[src/core/fax_relay_defs.vh]
// How it works
// - non-final channel NSS returns to near setup
// - channel NSC/DTC: become remodulator, far setup
// - compatible channel NSS/DCS starts originating fax
// - incompatible channel NSS/DCS releases, goes idle
// - channel PRI-type commands release, go idle
// - channel CTC takes extracted rate, kind
// - channel EOR records suffix, awaits response
// - compatible packet CTR restarts originating fax
// - incompatible packet CTR releases, goes idle
// - ERR after EOM types goes near setup
// - ERR after Null/MPS types resumes page
// - packet PIN returns to command wait
// - ERR after EOP types: voice, idle
// - compatible packet setup starts terminating fax
// - incompatible far setup releases, goes idle
// - packet NSC/DTC: become demodulator, near setup
// - incoming message during remodulator training: halt, idle
// - halt indication: voice paths, await confirm
// - cancel indication: voice paths, release, idle
// - packet DCS/NSS in confirm wait: idle
// - channel CFR starts terminating page
// - channel CRP/FTT/NSC/DTC returns far setup
`ifndef FAX_RELAY_DEFS_VH
`define FAX_RELAY_DEFS_VH
// register byte offsets
`define REG_RATE_ALLOW 4'h0
`define REG_KIND_ALLOW 4'h4
`define REG_STATE 4'h8
`define REG_STATUS 4'hC
// reset values of the allow masks
`define RATE_ALLOW_RESET 16'hFFFF
`define KIND_ALLOW_RESET 8'hFF
// field positions
`define STATE_ROLE_BIT 16
`define STATUS_DEMUX_LSB 2
`define STATUS_COUNT_LSB 4
`define STATUS_ORATE_LSB 8
`define STATUS_OKIND_LSB 12
`define STATUS_TRATE_LSB 16
`define STATUS_TKIND_LSB 20
`define STATUS_EOR_LSB 24
// path selector codes
`define PATH_VOICE 2'h0
`define PATH_FAX 2'h1
`define PATH_OFF 2'h2
// recognised control message codes
`define MSG_NSS 5'h01
`define MSG_DCS 5'h02
`define MSG_NSC 5'h03
`define MSG_DTC 5'h04
`define MSG_EOR_PRI_Q 5'h05
`define MSG_PRI_Q 5'h06
`define MSG_PPS_PRI_Q 5'h07
`define MSG_CTC 5'h08
`define MSG_EOR 5'h09
`define MSG_CTR 5'h0A
`define MSG_ERR 5'h0B
`define MSG_PIN 5'h0C
`define MSG_CFR 5'h0D
`define MSG_CRP 5'h0E
`define MSG_FTT 5'h0F
// retransmission-end suffix codes
`define EOR_NULL 3'h0
`define EOR_EOM 3'h1
`define EOR_MPS 3'h2
`define EOR_EOP 3'h3
`define EOR_PRI_EOM 3'h4
`define EOR_PRI_MPS 3'h5
`define EOR_PRI_EOP 3'h6
`endif

[src/core/fax_compat_check.v]
`timescale 1ns/100ps
`default_nettype none
module fax_compat_check
#(
  parameter RATE_W = 4,
  parameter KIND_W = 3
)
(
  // extracted modem settings
  input wire [RATE_W-1:0] rate_in,
  input wire [KIND_W-1:0] kind_in,
  // resources on hand
  input wire [(1<<RATE_W)-1:0] rate_allow_in,
  input wire [(1<<KIND_W)-1:0] kind_allow_in,
  // verdict
  output wire compatible_out
);
  // a rate and a kind both have to be supported by the modem pool
  assign compatible_out = rate_allow_in[rate_in] & kind_allow_in[kind_in];
endmodule
`default_nettype wire

[src/core/fax_reg_slave.v]
`timescale 1ns/100ps
`include "fax_relay_defs.vh"
`default_nettype none
module fax_reg_slave
(
  // clock and reset
  input wire ref_clk_in,
  input wire nrst_in,
  // avalon-mm slave
  input wire [3:0] avs_address_in,
  input wire avs_read_in,
  input wire avs_write_in,
  input wire [31:0] avs_writedata_in,
  output reg [31:0] avs_readdata_out,
  output wire avs_waitrequest_out,
  // controller side
  input wire [31:0] state_word_in,
  input wire [31:0] status_word_in,
  output reg [15:0] rate_allow_out,
  output reg [7:0] kind_allow_out,
  output reg force_valid_out,
  output reg [9:0] force_state_out,
  output reg force_role_out
);
  reg ack;
  wire req;

  // one wait cycle: the answer lands on the second edge of a request
  assign req = avs_read_in | avs_write_in;
  assign avs_waitrequest_out = req & ~ack;

  // register writes and read data capture
  always @(posedge ref_clk_in or negedge nrst_in)
  begin
    if (!nrst_in)
    begin
      ack <= 1'b0;
      avs_readdata_out <= 32'h00000000;
      rate_allow_out <= `RATE_ALLOW_RESET;
      kind_allow_out <= `KIND_ALLOW_RESET;
      force_valid_out <= 1'b0;
      force_state_out <= 10'h001;
      force_role_out <= 1'b0;
    end
    else
    begin
      ack <= req & ~ack;
      force_valid_out <= 1'b0;
      if (avs_write_in && ack)
      begin
        case (avs_address_in)
          `REG_RATE_ALLOW: rate_allow_out <= avs_writedata_in[15:0];
          `REG_KIND_ALLOW: kind_allow_out <= avs_writedata_in[7:0];
          `REG_STATE:
          begin
            force_valid_out <= 1'b1;
            force_state_out <= avs_writedata_in[9:0];
            force_role_out <= avs_writedata_in[`STATE_ROLE_BIT];
          end
          default: ;
        endcase
      end
      if (avs_read_in && !ack)
      begin
        case (avs_address_in)
          `REG_RATE_ALLOW: avs_readdata_out <= {16'h0000, rate_allow_out};
          `REG_KIND_ALLOW: avs_readdata_out <= {24'h000000, kind_allow_out};
          `REG_STATE: avs_readdata_out <= state_word_in;
          `REG_STATUS: avs_readdata_out <= status_word_in;
          default: avs_readdata_out <= 32'h00000000;
        endcase
      end
    end
  end
endmodule
`default_nettype wire

[src/core/fax_relay_call_state_machine.v]
// Implementation choices: the Avalon-MM register port and the register offsets.
`timescale 1ns/100ps
`include "fax_relay_defs.vh"
`default_nettype none
module fax_relay_call_state_machine
#(
  parameter RATE_W = 4,
  parameter KIND_W = 3,
  parameter COUNT_W = 2
)
(
  // clock and reset
  input wire ref_clk_in,
  input wire nrst_in,
  // avalon-mm register port
  input wire [3:0] avs_address_in,
  input wire avs_read_in,
  input wire avs_write_in,
  input wire [31:0] avs_writedata_in,
  output wire [31:0] avs_readdata_out,
  output wire avs_waitrequest_out,
  // low-speed demodulator reports
  input wire msg_valid_in,
  input wire [4:0] msg_code_in,
  input wire msg_from_packet_in,
  input wire msg_final_in,
  input wire [RATE_W-1:0] msg_rate_in,
  input wire [KIND_W-1:0] msg_kind_in,
  input wire [2:0] msg_eor_type_in,
  input wire msg_incoming_in,
  // modulation layer indications
  input wire ml_halt_ind_in,
  input wire ml_cancel_ind_in,
  // modulation layer primitives out
  output reg fax_begin_out,
  output reg fax_begin_is_response_out,
  output reg [RATE_W-1:0] fax_begin_rate_out,
  output reg [KIND_W-1:0] fax_begin_kind_out,
  output reg fax_halt_response_out,
  // path control and resources
  output reg [1:0] mux_path_out,
  output reg [1:0] demux_path_out,
  output reg release_out,
  output reg remod_role_out,
  output wire [9:0] state_out
);
  // one-hot call states
  localparam [9:0] ST_IDLE = 10'h001;
  localparam [9:0] ST_NEAR_SETUP = 10'h002;
  localparam [9:0] ST_CMD = 10'h004;
  localparam [9:0] ST_CORR_RETX = 10'h008;
  localparam [9:0] ST_CORR_RESP = 10'h010;
  localparam [9:0] ST_RETX_RESP = 10'h020;
  localparam [9:0] ST_PAGE_END = 10'h040;
  localparam [9:0] ST_FAR_SETUP = 10'h080;
  localparam [9:0] ST_TRAIN = 10'h100;
  localparam [9:0] ST_RX_CONFIRM = 10'h200;

  reg [9:0] state;
  reg [9:0] next_state;
  reg next_role;
  reg [1:0] next_mux;
  reg [1:0] next_demux;
  reg next_begin;
  reg next_begin_resp;
  reg [RATE_W-1:0] next_begin_rate;
  reg [KIND_W-1:0] next_begin_kind;
  reg next_halt_resp;
  reg next_release;
  reg [RATE_W-1:0] originating_modem_rate;
  reg [KIND_W-1:0] originating_modem_kind;
  reg [RATE_W-1:0] terminating_modem_rate;
  reg [KIND_W-1:0] terminating_modem_kind;
  reg [COUNT_W-1:0] partial_page_retry_count;
  reg [2:0] retx_end_type;
  reg [RATE_W-1:0] next_orig_rate;
  reg [KIND_W-1:0] next_orig_kind;
  reg [RATE_W-1:0] next_term_rate;
  reg [KIND_W-1:0] next_term_kind;
  reg [COUNT_W-1:0] next_count;
  reg [2:0] next_eor_type;
  wire compatible;
  wire [15:0] rate_allow;
  wire [7:0] kind_allow;
  wire force_valid;
  wire [9:0] force_state;
  wire force_role;
  wire [31:0] state_word;
  wire [31:0] status_word;
  wire from_channel;
  wire from_packet;

  // true when a recognised message has the given code
  function is_msg;
    input valid;
    input [4:0] code;
    input [4:0] want;
    begin
      is_msg = valid & (code == want);
    end
  endfunction

  // legal one-hot forced state
  function one_hot10;
    input [9:0] v;
    begin
      one_hot10 = (v != 10'h000) && ((v & (v - 10'h001)) == 10'h000);
    end
  endfunction

  assign from_channel = msg_valid_in & ~msg_from_packet_in;
  assign from_packet = msg_valid_in & msg_from_packet_in;
  assign state_out = state;

  // readback words for the register port
  assign state_word = {15'h0000, remod_role_out, 6'h00, state};
  assign status_word = {5'h00, retx_end_type,
                        {(4-KIND_W){1'b0}}, terminating_modem_kind,
                        {(4-RATE_W){1'b0}}, terminating_modem_rate,
                        {(4-KIND_W){1'b0}}, originating_modem_kind,
                        {(4-RATE_W){1'b0}}, originating_modem_rate,
                        {(4-COUNT_W){1'b0}}, partial_page_retry_count,
                        demux_path_out, mux_path_out};

  // register port and resource masks
  fax_reg_slave u_regs
  (
    .ref_clk_in(ref_clk_in),
    .nrst_in(nrst_in),
    .avs_address_in(avs_address_in),
    .avs_read_in(avs_read_in),
    .avs_write_in(avs_write_in),
    .avs_writedata_in(avs_writedata_in),
    .avs_readdata_out(avs_readdata_out),
    .avs_waitrequest_out(avs_waitrequest_out),
    .state_word_in(state_word),
    .status_word_in(status_word),
    .rate_allow_out(rate_allow),
    .kind_allow_out(kind_allow),
    .force_valid_out(force_valid),
    .force_state_out(force_state),
    .force_role_out(force_role)
  );

  // extracted rate and kind against the modem pool
  fax_compat_check #(.RATE_W(RATE_W), .KIND_W(KIND_W)) u_compat
  (
    .rate_in(msg_rate_in),
    .kind_in(msg_kind_in),
    .rate_allow_in(rate_allow[(1<<RATE_W)-1:0]),
    .kind_allow_in(kind_allow[(1<<KIND_W)-1:0]),
    .compatible_out(compatible)
  );

  // transition and action decode
  always @*
  begin
    next_state = state;
    next_role = remod_role_out;
    next_mux = mux_path_out;
    next_demux = demux_path_out;
    next_begin = 1'b0;
    next_begin_resp = fax_begin_is_response_out;
    next_begin_rate = fax_begin_rate_out;
    next_begin_kind = fax_begin_kind_out;
    next_halt_resp = 1'b0;
    next_release = 1'b0;
    next_orig_rate = originating_modem_rate;
    next_orig_kind = originating_modem_kind;
    next_term_rate = terminating_modem_rate;
    next_term_kind = terminating_modem_kind;
    next_count = partial_page_retry_count;
    next_eor_type = retx_end_type;
    case (state)
      ST_CMD:
      begin
        if (is_msg(from_channel, msg_code_in, `MSG_NSS) && !msg_final_in)
          next_state = ST_NEAR_SETUP;
        else if (is_msg(from_channel, msg_code_in, `MSG_NSC) ||
                 is_msg(from_channel, msg_code_in, `MSG_DTC))
        begin
          next_role = 1'b1;
          next_state = ST_FAR_SETUP;
        end
        else if (is_msg(from_channel, msg_code_in, `MSG_NSS) ||
                 is_msg(from_channel, msg_code_in, `MSG_DCS))
        begin
          if (compatible)
          begin
            next_orig_rate = msg_rate_in;
            next_orig_kind = msg_kind_in;
            next_demux = `PATH_FAX;
            next_begin = 1'b1;
            next_begin_resp = 1'b0;
            next_begin_rate = msg_rate_in;
            next_begin_kind = msg_kind_in;
            next_count = {COUNT_W{1'b0}};
            next_state = ST_TRAIN;
          end
          else
          begin
            next_release = 1'b1;
            next_state = ST_IDLE;
          end
        end
        else if (is_msg(from_channel, msg_code_in, `MSG_EOR_PRI_Q) ||
                 is_msg(from_channel, msg_code_in, `MSG_PRI_Q) ||
                 is_msg(from_channel, msg_code_in, `MSG_PPS_PRI_Q))
        begin
          next_release = 1'b1;
          next_state = ST_IDLE;
        end
      end
      ST_CORR_RETX:
      begin
        if (is_msg(from_channel, msg_code_in, `MSG_CTC))
        begin
          next_orig_rate = msg_rate_in;
          next_orig_kind = msg_kind_in;
          next_state = ST_CORR_RESP;
        end
        else if (is_msg(from_channel, msg_code_in, `MSG_EOR))
        begin
          next_eor_type = msg_eor_type_in;
          next_state = ST_RETX_RESP;
        end
      end
      ST_CORR_RESP:
      begin
        if (is_msg(from_packet, msg_code_in, `MSG_CTR))
        begin
          if (compatible)
          begin
            next_orig_rate = msg_rate_in;
            next_orig_kind = msg_kind_in;
            next_demux = `PATH_FAX;
            next_begin = 1'b1;
            next_begin_resp = 1'b0;
            next_begin_rate = msg_rate_in;
            next_begin_kind = msg_kind_in;
            next_count = {COUNT_W{1'b0}};
            next_state = ST_PAGE_END;
          end
          else
          begin
            next_release = 1'b1;
            next_state = ST_IDLE;
          end
        end
      end
      ST_RETX_RESP:
      begin
        if (is_msg(from_packet, msg_code_in, `MSG_ERR))
        begin
          case (retx_end_type)
            `EOR_EOM, `EOR_PRI_EOM:
              next_state = ST_NEAR_SETUP;
            `EOR_NULL, `EOR_MPS, `EOR_PRI_MPS:
            begin
              next_demux = `PATH_FAX;
              next_begin = 1'b1;
              next_begin_resp = 1'b0;
              next_begin_rate = originating_modem_rate;
              next_begin_kind = originating_modem_kind;
              next_state = ST_PAGE_END;
            end
            `EOR_EOP, `EOR_PRI_EOP:
            begin
              next_mux = `PATH_VOICE;
              next_demux = `PATH_VOICE;
              next_release = 1'b1;
              next_state = ST_IDLE;
            end
            default: ;
          endcase
        end
        else if (is_msg(from_packet, msg_code_in, `MSG_PIN))
          next_state = ST_CMD;
      end
      ST_FAR_SETUP:
      begin
        if (is_msg(from_packet, msg_code_in, `MSG_NSS) ||
            is_msg(from_packet, msg_code_in, `MSG_DCS))
        begin
          if (compatible)
          begin
            next_term_rate = msg_rate_in;
            next_term_kind = msg_kind_in;
            next_mux = `PATH_FAX;
            next_demux = `PATH_OFF;
            next_begin = 1'b1;
            next_begin_resp = 1'b1;
            next_begin_rate = msg_rate_in;
            next_begin_kind = msg_kind_in;
            next_count = {COUNT_W{1'b0}};
            next_state = ST_TRAIN;
          end
          else
          begin
            next_release = 1'b1;
            next_state = ST_IDLE;
          end
        end
        else if (is_msg(from_packet, msg_code_in, `MSG_NSC) ||
                 is_msg(from_packet, msg_code_in, `MSG_DTC))
        begin
          next_role = 1'b0;
          next_state = ST_NEAR_SETUP;
        end
      end
      ST_TRAIN:
      begin
        if (remod_role_out)
        begin
          if (msg_incoming_in)
          begin
            next_mux = `PATH_VOICE;
            next_demux = `PATH_VOICE;
            next_halt_resp = 1'b1;
            next_release = 1'b1;
            next_state = ST_IDLE;
          end
          else if (ml_halt_ind_in)
          begin
            next_mux = `PATH_VOICE;
            next_demux = `PATH_VOICE;
            next_state = ST_RX_CONFIRM;
          end
          else if (ml_cancel_ind_in)
          begin
            next_mux = `PATH_VOICE;
            next_demux = `PATH_VOICE;
            next_release = 1'b1;
            next_state = ST_IDLE;
          end
        end
      end
      ST_RX_CONFIRM:
      begin
        if (is_msg(from_packet, msg_code_in, `MSG_NSS) ||
            is_msg(from_packet, msg_code_in, `MSG_DCS))
        begin
          next_mux = `PATH_VOICE;
          next_demux = `PATH_VOICE;
          next_release = 1'b1;
          next_state = ST_IDLE;
        end
        else if (is_msg(from_channel, msg_code_in, `MSG_CFR))
        begin
          next_mux = `PATH_FAX;
          next_demux = `PATH_OFF;
          next_begin = 1'b1;
          next_begin_resp = 1'b1;
          next_begin_rate = terminating_modem_rate;
          next_begin_kind = terminating_modem_kind;
          next_state = ST_PAGE_END;
        end
        else if (is_msg(from_channel, msg_code_in, `MSG_CRP) ||
                 is_msg(from_channel, msg_code_in, `MSG_FTT) ||
                 is_msg(from_channel, msg_code_in, `MSG_NSC) ||
                 is_msg(from_channel, msg_code_in, `MSG_DTC))
          next_state = ST_FAR_SETUP;
      end
      // idle, near setup and page end belong to a sibling controller
      default: ;
    endcase
    // software placement wins so a sibling hand-off is never lost
    if (force_valid && one_hot10(force_state))
    begin
      next_state = force_state;
      next_role = force_role;
    end
  end

  // state, variables and primitive outputs
  always @(posedge ref_clk_in or negedge nrst_in)
  begin
    if (!nrst_in)
    begin
      state <= ST_IDLE;
      remod_role_out <= 1'b0;
      mux_path_out <= `PATH_VOICE;
      demux_path_out <= `PATH_VOICE;
      fax_begin_out <= 1'b0;
      fax_begin_is_response_out <= 1'b0;
      fax_begin_rate_out <= {RATE_W{1'b0}};
      fax_begin_kind_out <= {KIND_W{1'b0}};
      fax_halt_response_out <= 1'b0;
      release_out <= 1'b0;
      originating_modem_rate <= {RATE_W{1'b0}};
      originating_modem_kind <= {KIND_W{1'b0}};
      terminating_modem_rate <= {RATE_W{1'b0}};
      terminating_modem_kind <= {KIND_W{1'b0}};
      partial_page_retry_count <= {COUNT_W{1'b0}};
      retx_end_type <= `EOR_NULL;
    end
    else
    begin
      state <= next_state;
      remod_role_out <= next_role;
      mux_path_out <= next_mux;
      demux_path_out <= next_demux;
      fax_begin_out <= next_begin;
      fax_begin_is_response_out <= next_begin_resp;
      fax_begin_rate_out <= next_begin_rate;
      fax_begin_kind_out <= next_begin_kind;
      fax_halt_response_out <= next_halt_resp;
      release_out <= next_release;
      originating_modem_rate <= next_orig_rate;
      originating_modem_kind <= next_orig_kind;
      terminating_modem_rate <= next_term_rate;
      terminating_modem_kind <= next_term_kind;
      partial_page_retry_count <= next_count;
      retx_end_type <= next_eor_type;
    end
  end
endmodule
`default_nettype wire

[config.mk]
export PLATFORM = sky130hd
export DESIGN_NAME = fax_relay_call_state_machine
export DESIGN_NICKNAME = d
export VERILOG_FILES = /design/src/core/fax_compat_check.v /design/src/core/fax_reg_slave.v /design/src/core/fax_relay_call_state_machine.v
export VERILOG_INCLUDE_DIRS = /design/src /design/src/core
export SDC_FILE = /design/constraint.sdc
export NUM_CORES = 1
export LEC_CHECK = 0
export ABC_AREA = 1
export BUFFER_PORTS_ARGS = -buffer_cell sky130_fd_sc_hd__buf_2
export CAP_MARGIN = 10
export CORE_MARGIN = 10
export CORE_UTILIZATION = 57
export CTS_BUF_LIST = sky130_fd_sc_hd__clkbuf_2
export DETAILED_ROUTE_END_ITERATION = 7
export GPL_TIMING_DRIVEN = 0
export PLACE_DENSITY = 0.83
export SLEW_MARGIN = 20
export SYNTH_ARGS = -nofsm -noshare
export SYNTH_HDL_FRONTEND = slang
export SYNTH_SLANG_ARGS = --single-unit
[constraint.sdc]
create_clock -name ref_clk_in -period 2.5 [get_ports ref_clk_in]
set_clock_uncertainty 0.1 [all_clocks]
set_input_delay 0.75 -clock ref_clk_in [delete_from_list [all_inputs] [get_ports ref_clk_in]]
set_output_delay 0.75 -clock ref_clk_in [all_outputs]
set_load 0.05 [all_outputs]
## After elaboration in Yosys (flattened, before gate mapping)

Index checks and enable logic that the tools add are counted.
W data, S select, Z words.

- Register bits: 114
- Word-level logic and storage cells: 300
- Input port bits: 61
- Output and inout bits: 59

- Add/sub/neg operators: 1
- Magnitude comparators: 2
- Reductions and logical operators: 43
- Mux-type cells: 143
- Bitwise logic cells: 28
- Eq/ne operators: 60

Operators with widths:

| kind | count |
|---|---|
| $mux W10 | 19 |
| $pmux W27 S4 | 1 |
| $pmux W10 S7 | 1 |
| $mux W4 | 16 |
| $mux W2 | 26 |
| $mux W3 | 16 |
| $mux W1 | 47 |
| $eq A5 B4 Y1 const B | 8 |
| $pmux W10 S3 | 1 |
| $and A1 B1 Y1 | 23 |
| $ne A2 B2 Y1 const B | 11 |
| $ne A3 B3 Y1 const B | 7 |
| $eq A5 B3 Y1 const B | 4 |
| $pmux W4 S5 | 1 |
| $reduce_and A10 Y1 | 2 |
| $ne A4 B4 Y1 const B | 4 |
| $pmux W3 S5 | 1 |
| $pmux W2 S6 | 1 |
| $pmux W4 S3 | 1 |
| $reduce_and A12 Y1 | 1 |
| $reduce_and A6 Y1 | 2 |
| $reduce_and A11 Y1 | 1 |
| $and A10 B10 Y10 | 1 |
| $eq A10 B10 Y1 const B | 1 |
| 52 further kinds | 81 |

## Logic depth before layout (Yosys ltp)

- Depth in word-level cells: 11
- Gate-level depth with buffers: 14
- Depth with buffers taken out: 13

## Cells and area by module

Synthesis repeated with hierarchy kept, for this count alone.

- Cells, all modules: 955
- Area total of the unflattened synthesis: 6882.9 µm²

By module, submodules not included:

| module | seq. area each (µm²) | cells an instance | area an instance (µm²) | times used |
|---|---|---|---|---|
| fax_reg_slave | 1757.9 | 425 | 3331.9 | 1 |
| fax_relay_call_state_machine | 1052.3 | 475 | 3275.6 | 1 |
| fax_compat_check | 0.0 | 55 | 275.3 | 1 |

## Worst setup path after synthesis

No wires, ideal clock.

- Kind: input to output
- From: input port avs_write_in
- To: output port avs_waitrequest_out
- Slack: 0.203 ns
- Stages: 2
- Buffers on the path: 0
- Required time: 1.650 ns
- Arrival time: 1.447 ns
- Path through: nor2_1 > nor2_1

- Cells in the longest elaborated chain, start to end: 2

Ends and longest elaborated chain:

| item | line | source |
|---|---|---|
| from (decl) | fax_relay_call_state_machine.v:18 | `input wire avs_write_in,` |
| $or A1 B1 Y1 | fax_reg_slave.v:29 | `assign req = avs_read_in \| avs_write_in;` |
| $and A1 B1 Y1 | fax_reg_slave.v:30 | `assign avs_waitrequest_out = req & ~ack;` |
| to (decl) | fax_relay_call_state_machine.v:21 | `output wire avs_waitrequest_out,` |

No other way between the ends.

## Final worst setup path

- From: register state[0] (netlist: state_out[0])
- To: output port state_out[0]

RTL lines:

| item | line | source |
|---|---|---|
| from (decl) | fax_relay_call_state_machine.v:59 | `reg [9:0] state;` |
| from (signal assigned) | fax_relay_call_state_machine.v:399 | `state <= next_state;` |
| to (decl) | fax_relay_call_state_machine.v:45 | `output wire [9:0] state_out` |

No word-level cell between the ends.

==> flow_metrics.py <==
metrics = {
    "global_routing": {
        "grt_pass1_vias": 5368,
        "overflow": 0,
        "grt_start_max_net_pins": 58,
        "grt_pass1_wl_mm": 27.31,
        "grt.total_usage_pct": 22.99,
        "grt_antenna_before_repair": 0,
    },
    "synthesis": {
        "yosys.area_share.simple_pct": 32.36,
        "synth_fa_ha_area_share_pct": 0,
        "synthCells": 804,
        "synthesis.area_mm2": 0.005893,
        "synth-seq-cells": 105,
        "ys_seq_area_share_pct": 45.14,
        "synthXorXnorAreaFrac_pct": 0,
        "synth_warnings": 0,
        "synth-compound-area-share_pct": 12.53,
        "synth_top_family_by_area": "simple AND/OR/NAND/NOR gates",
        "synth_cell_types": 40,
        "syn-mean-instance-area_um2": 7.330,
        "synth_mux_area_share_pct": 0.9554,
    },
    "layout": {
        "seq_area_mm2": 0.002661,
        "multi_input_area_mm2": 0.002733,
        "diodes": 0,
        "final_net_count": 982,
        "fin_area_mm2": 0.006749,
        "layout_commonest_cell": "nand2_1",
        "final_cell_mix": "258 x nand2_1, 101 x buf_2, 94 x inv_1",
        "layout-drive-gt1-share_pct": 22.35,
        "area_growth_pct": 14.52,
        "fillers": 955,
    },
    "routing": {
        "first_iter_violations": 566,
        "firstDrtPassIters": 6,
        "routed_wl_mm": 16.74,
        "ant_nets": 0,
        "remaining_drc_errors": 0,
        "vias_per_cell": 5.336,
        "wl_per_cell_um": 15.76,
        "vias": 5667,
    },
    "sta": {
        "setup_viol": 0,
        "drv_slew": 0,
        "slew_headroom_pct": 57.71,
        "hold-worst-slack_ns": 0.2078,
        "worst_pin_slew_ns": 0.6320,
        "period_share_pct": 96.64,
        "period_minus_slack_ns": 2.416,
        "fin_ws_ns": 0.08410,
        "fmax_mhz": 413.9,
        "hold_viol": 0,
    },
    "place": {
        "gp_congestion": 0.9510,
        "preCtsSetupSlack_ns": -0.1650,
        "dpl_cell_area_mm2": 0.006605,
        "hpwl_mm": 13.39,
        "port-buffer-count": 97,
    },
    "power_and_ir_drop": {
        "power.density_mw_per_mm2": 525.5,
        "power_uw": 3547,
        "power_leakage_uw": 0.003604,
        "irDropWorstVdd_v": 0.0005677,
    },
    "floorplanning": {
        "io_pins": 120,
        "core.rowCount": 37,
        "fp.dieArea_mm2": 0.01481,
        "start_util_pct": 57.86,
        "fp.dieH_um": 121.7,
        "die_w_um": 121.7,
        "coreArea_mm2": 0.01018,
    },
    "setup_path": {
        "rr_endpoint": "fax_begin_kind_out[1]",
        "path_buf_inv": 1,
        "cp_max_fo": 5,
        "r2r_slack_ns": 0.21,
        "worstPathArrival_ns": 1.57,
        "critPathTopFamily": "flip-flops",
        "reg2regPathDepth": 13,
        "endpoint_kind": "output port",
        "startpoint_type": "flop",
        "worst-path-stages": 1,
        "critPathKind": "reg2out",
        "reg2reg_from": "state_out[5]",
        "crit_required_ns": 1.65,
        "slowest_stage": "dfstp_2",
        "crit_chain": "buf_2",
        "cpPeakStageDelay_ns": 0.67,
    },
    "clock_tree": {
        "cts-root-buf": "clkbuf_2",
        "cts_buffers": 9,
        "worst_skew_pair.late_latency_ns": 0.62,
        "cts_tree": "built",
        "cts_sinks": 105,
        "clockBufferDepth": 2,
        "clk_pin_slew_worst_paths_ns": 0.27,
        "htreeDepth": 3,
    },
    "outcome": {
        "status": "finished clean",
    },
    "worst_hold_path": {
        "min_path_cells": 3,
        "hold_start": "avs_writedata_in[16]",
        "hp-class": "in2reg",
        "holdPathEnd": "u_regs.force_role_out",
    },
    "flow_run": {
        "max-cap-violations": 0,
    },
}
==> power by group <==
part / internal, uW / switching (uW) / total (uW)
Clock: 242 / 584 / 825
Combinational: 199 / 455 / 654
Sequential: 1930 / 142 / 2070
Total: 2370 / 1180 / 3550
==> flip-flops by register name, summed over array words and instances, names as in the netlist, 4 cells and up <==
signal,flops
state_out,10
u_regs.rate_allow_out,16
terminating_modem_rate,4
u_regs.force_state_out,10
originating_modem_rate,4
fax_begin_rate_out,4
u_regs.kind_allow_out,8
u_regs.avs_readdata_out,26
==> per-layer routing <==
layer	vias to the layer above	GRT usage (%)	routed length [um]
met5	-	0	0
met1	2623	30.21	7121
met4	0	6.557	296
li1	2807	-	-
met2	213	36.74	7957
met3	24	6.013	1362
==> how the worst max path moves through the flow <==
stage,from,endpoint,slack [ns]
after floorplan,avs_write_in,avs_waitrequest_out,0.20
after global placement,nrst_in,u_regs.force_state_out[3],-0.48
after detailed placement,msg_rate_in[0],terminating_modem_rate[1],-0.16
after CTS,state_out[0],state_out[0],0.03
after global routing,state_out[5],fax_begin_rate_out[2],-0.000002
final,state_out[0],state_out[0],0.08
==> final cells by class <==
cell class / instances / area share, %
buffer: 26 / 2.151
multi-input combinational: 577 / 40.49
tap: 136 / 2.521
sequential: 105 / 39.43
timing repair buffer: 100 / 7.953
clock buffer: 9 / 0.6674
clock inverter: 7 / 1.112
inverter: 102 / 5.673
==> metrics by stage <==
step / instances / utilization (%) / setup TNS (ns)
finish: 1062 / 66.27 / 0
floorplan: 810 / - / 0
global route: 1062 / 66.27 / -0.000001776
detailed placement: 1044 / 64.85 / -2.667
CTS: 1061 / 66.13 / 0
global placement: 1043 / 64.52 / -39.43
==> Yosys cell counts <==
master / instances / area [um2]
clkinv_1: 1 / 3.750
or2_2: 1 / 6.260
nor2_2: 6 / 37.54
mux2_2: 5 / 56.30
buf_6: 2 / 22.52
inv_2: 7 / 26.28
o211ai_1: 2 / 15.01
nand3_1: 63 / 315.3
dfstp_2: 26 / 683.2
dfrtp_1: 79 / 1977
a221oi_1: 5 / 43.79
buf_4: 7 / 52.55
a22oi_1: 1 / 7.510
a31oi_1: 2 / 12.51
o2111ai_1: 2 / 17.52
nor4_1: 1 / 6.260
nand2_4: 3 / 33.78
clkbuf_1: 12 / 45.04
nand2_2: 13 / 81.33
nand4_1: 10 / 62.56
o221ai_1: 1 / 8.760
conb_1: 1 / 3.750
buf_2: 5 / 25.02
o22ai_1: 8 / 50.05
nor2_1: 62 / 232.7
nor3_1: 5 / 25.02
nor3_4: 1 / 16.27
o21ai_2: 4 / 35.03
nor3_2: 2 / 20.02
inv_1: 94 / 352.8
a21boi_0: 1 / 7.510
nand3b_1: 1 / 7.510
nand3b_4: 1 / 20.02
a21oi_1: 18 / 90.09
o21ai_0: 75 / 375.4
nand2_1: 258 / 968.4
and3_1: 1 / 6.260
o31ai_1: 6 / 45.04
o21ai_1: 6 / 30.03
nor2_4: 6 / 67.56
==> timing repair <==
action | 4_1_cts | 5_1_grt
endpoints found under the hold margin | 33 | 0
buffers inserted | 0 | 1
gates resized for setup | 0 | 3
hold buffers | 1 | 0
setup endpoints to repair | 0 | 14
==> kinds of logic (layout without fill, tap and decap cells) <==
group                  Yosys count  after routing
other                            1              7
flip-flops                     105            105
multiplexers                     5              5
buffers and inverters          128            244
AO/OA/AOI/OAI                  131            131
AND/OR/NAND/NOR                434            434
(Power assumes the default switching activity.)
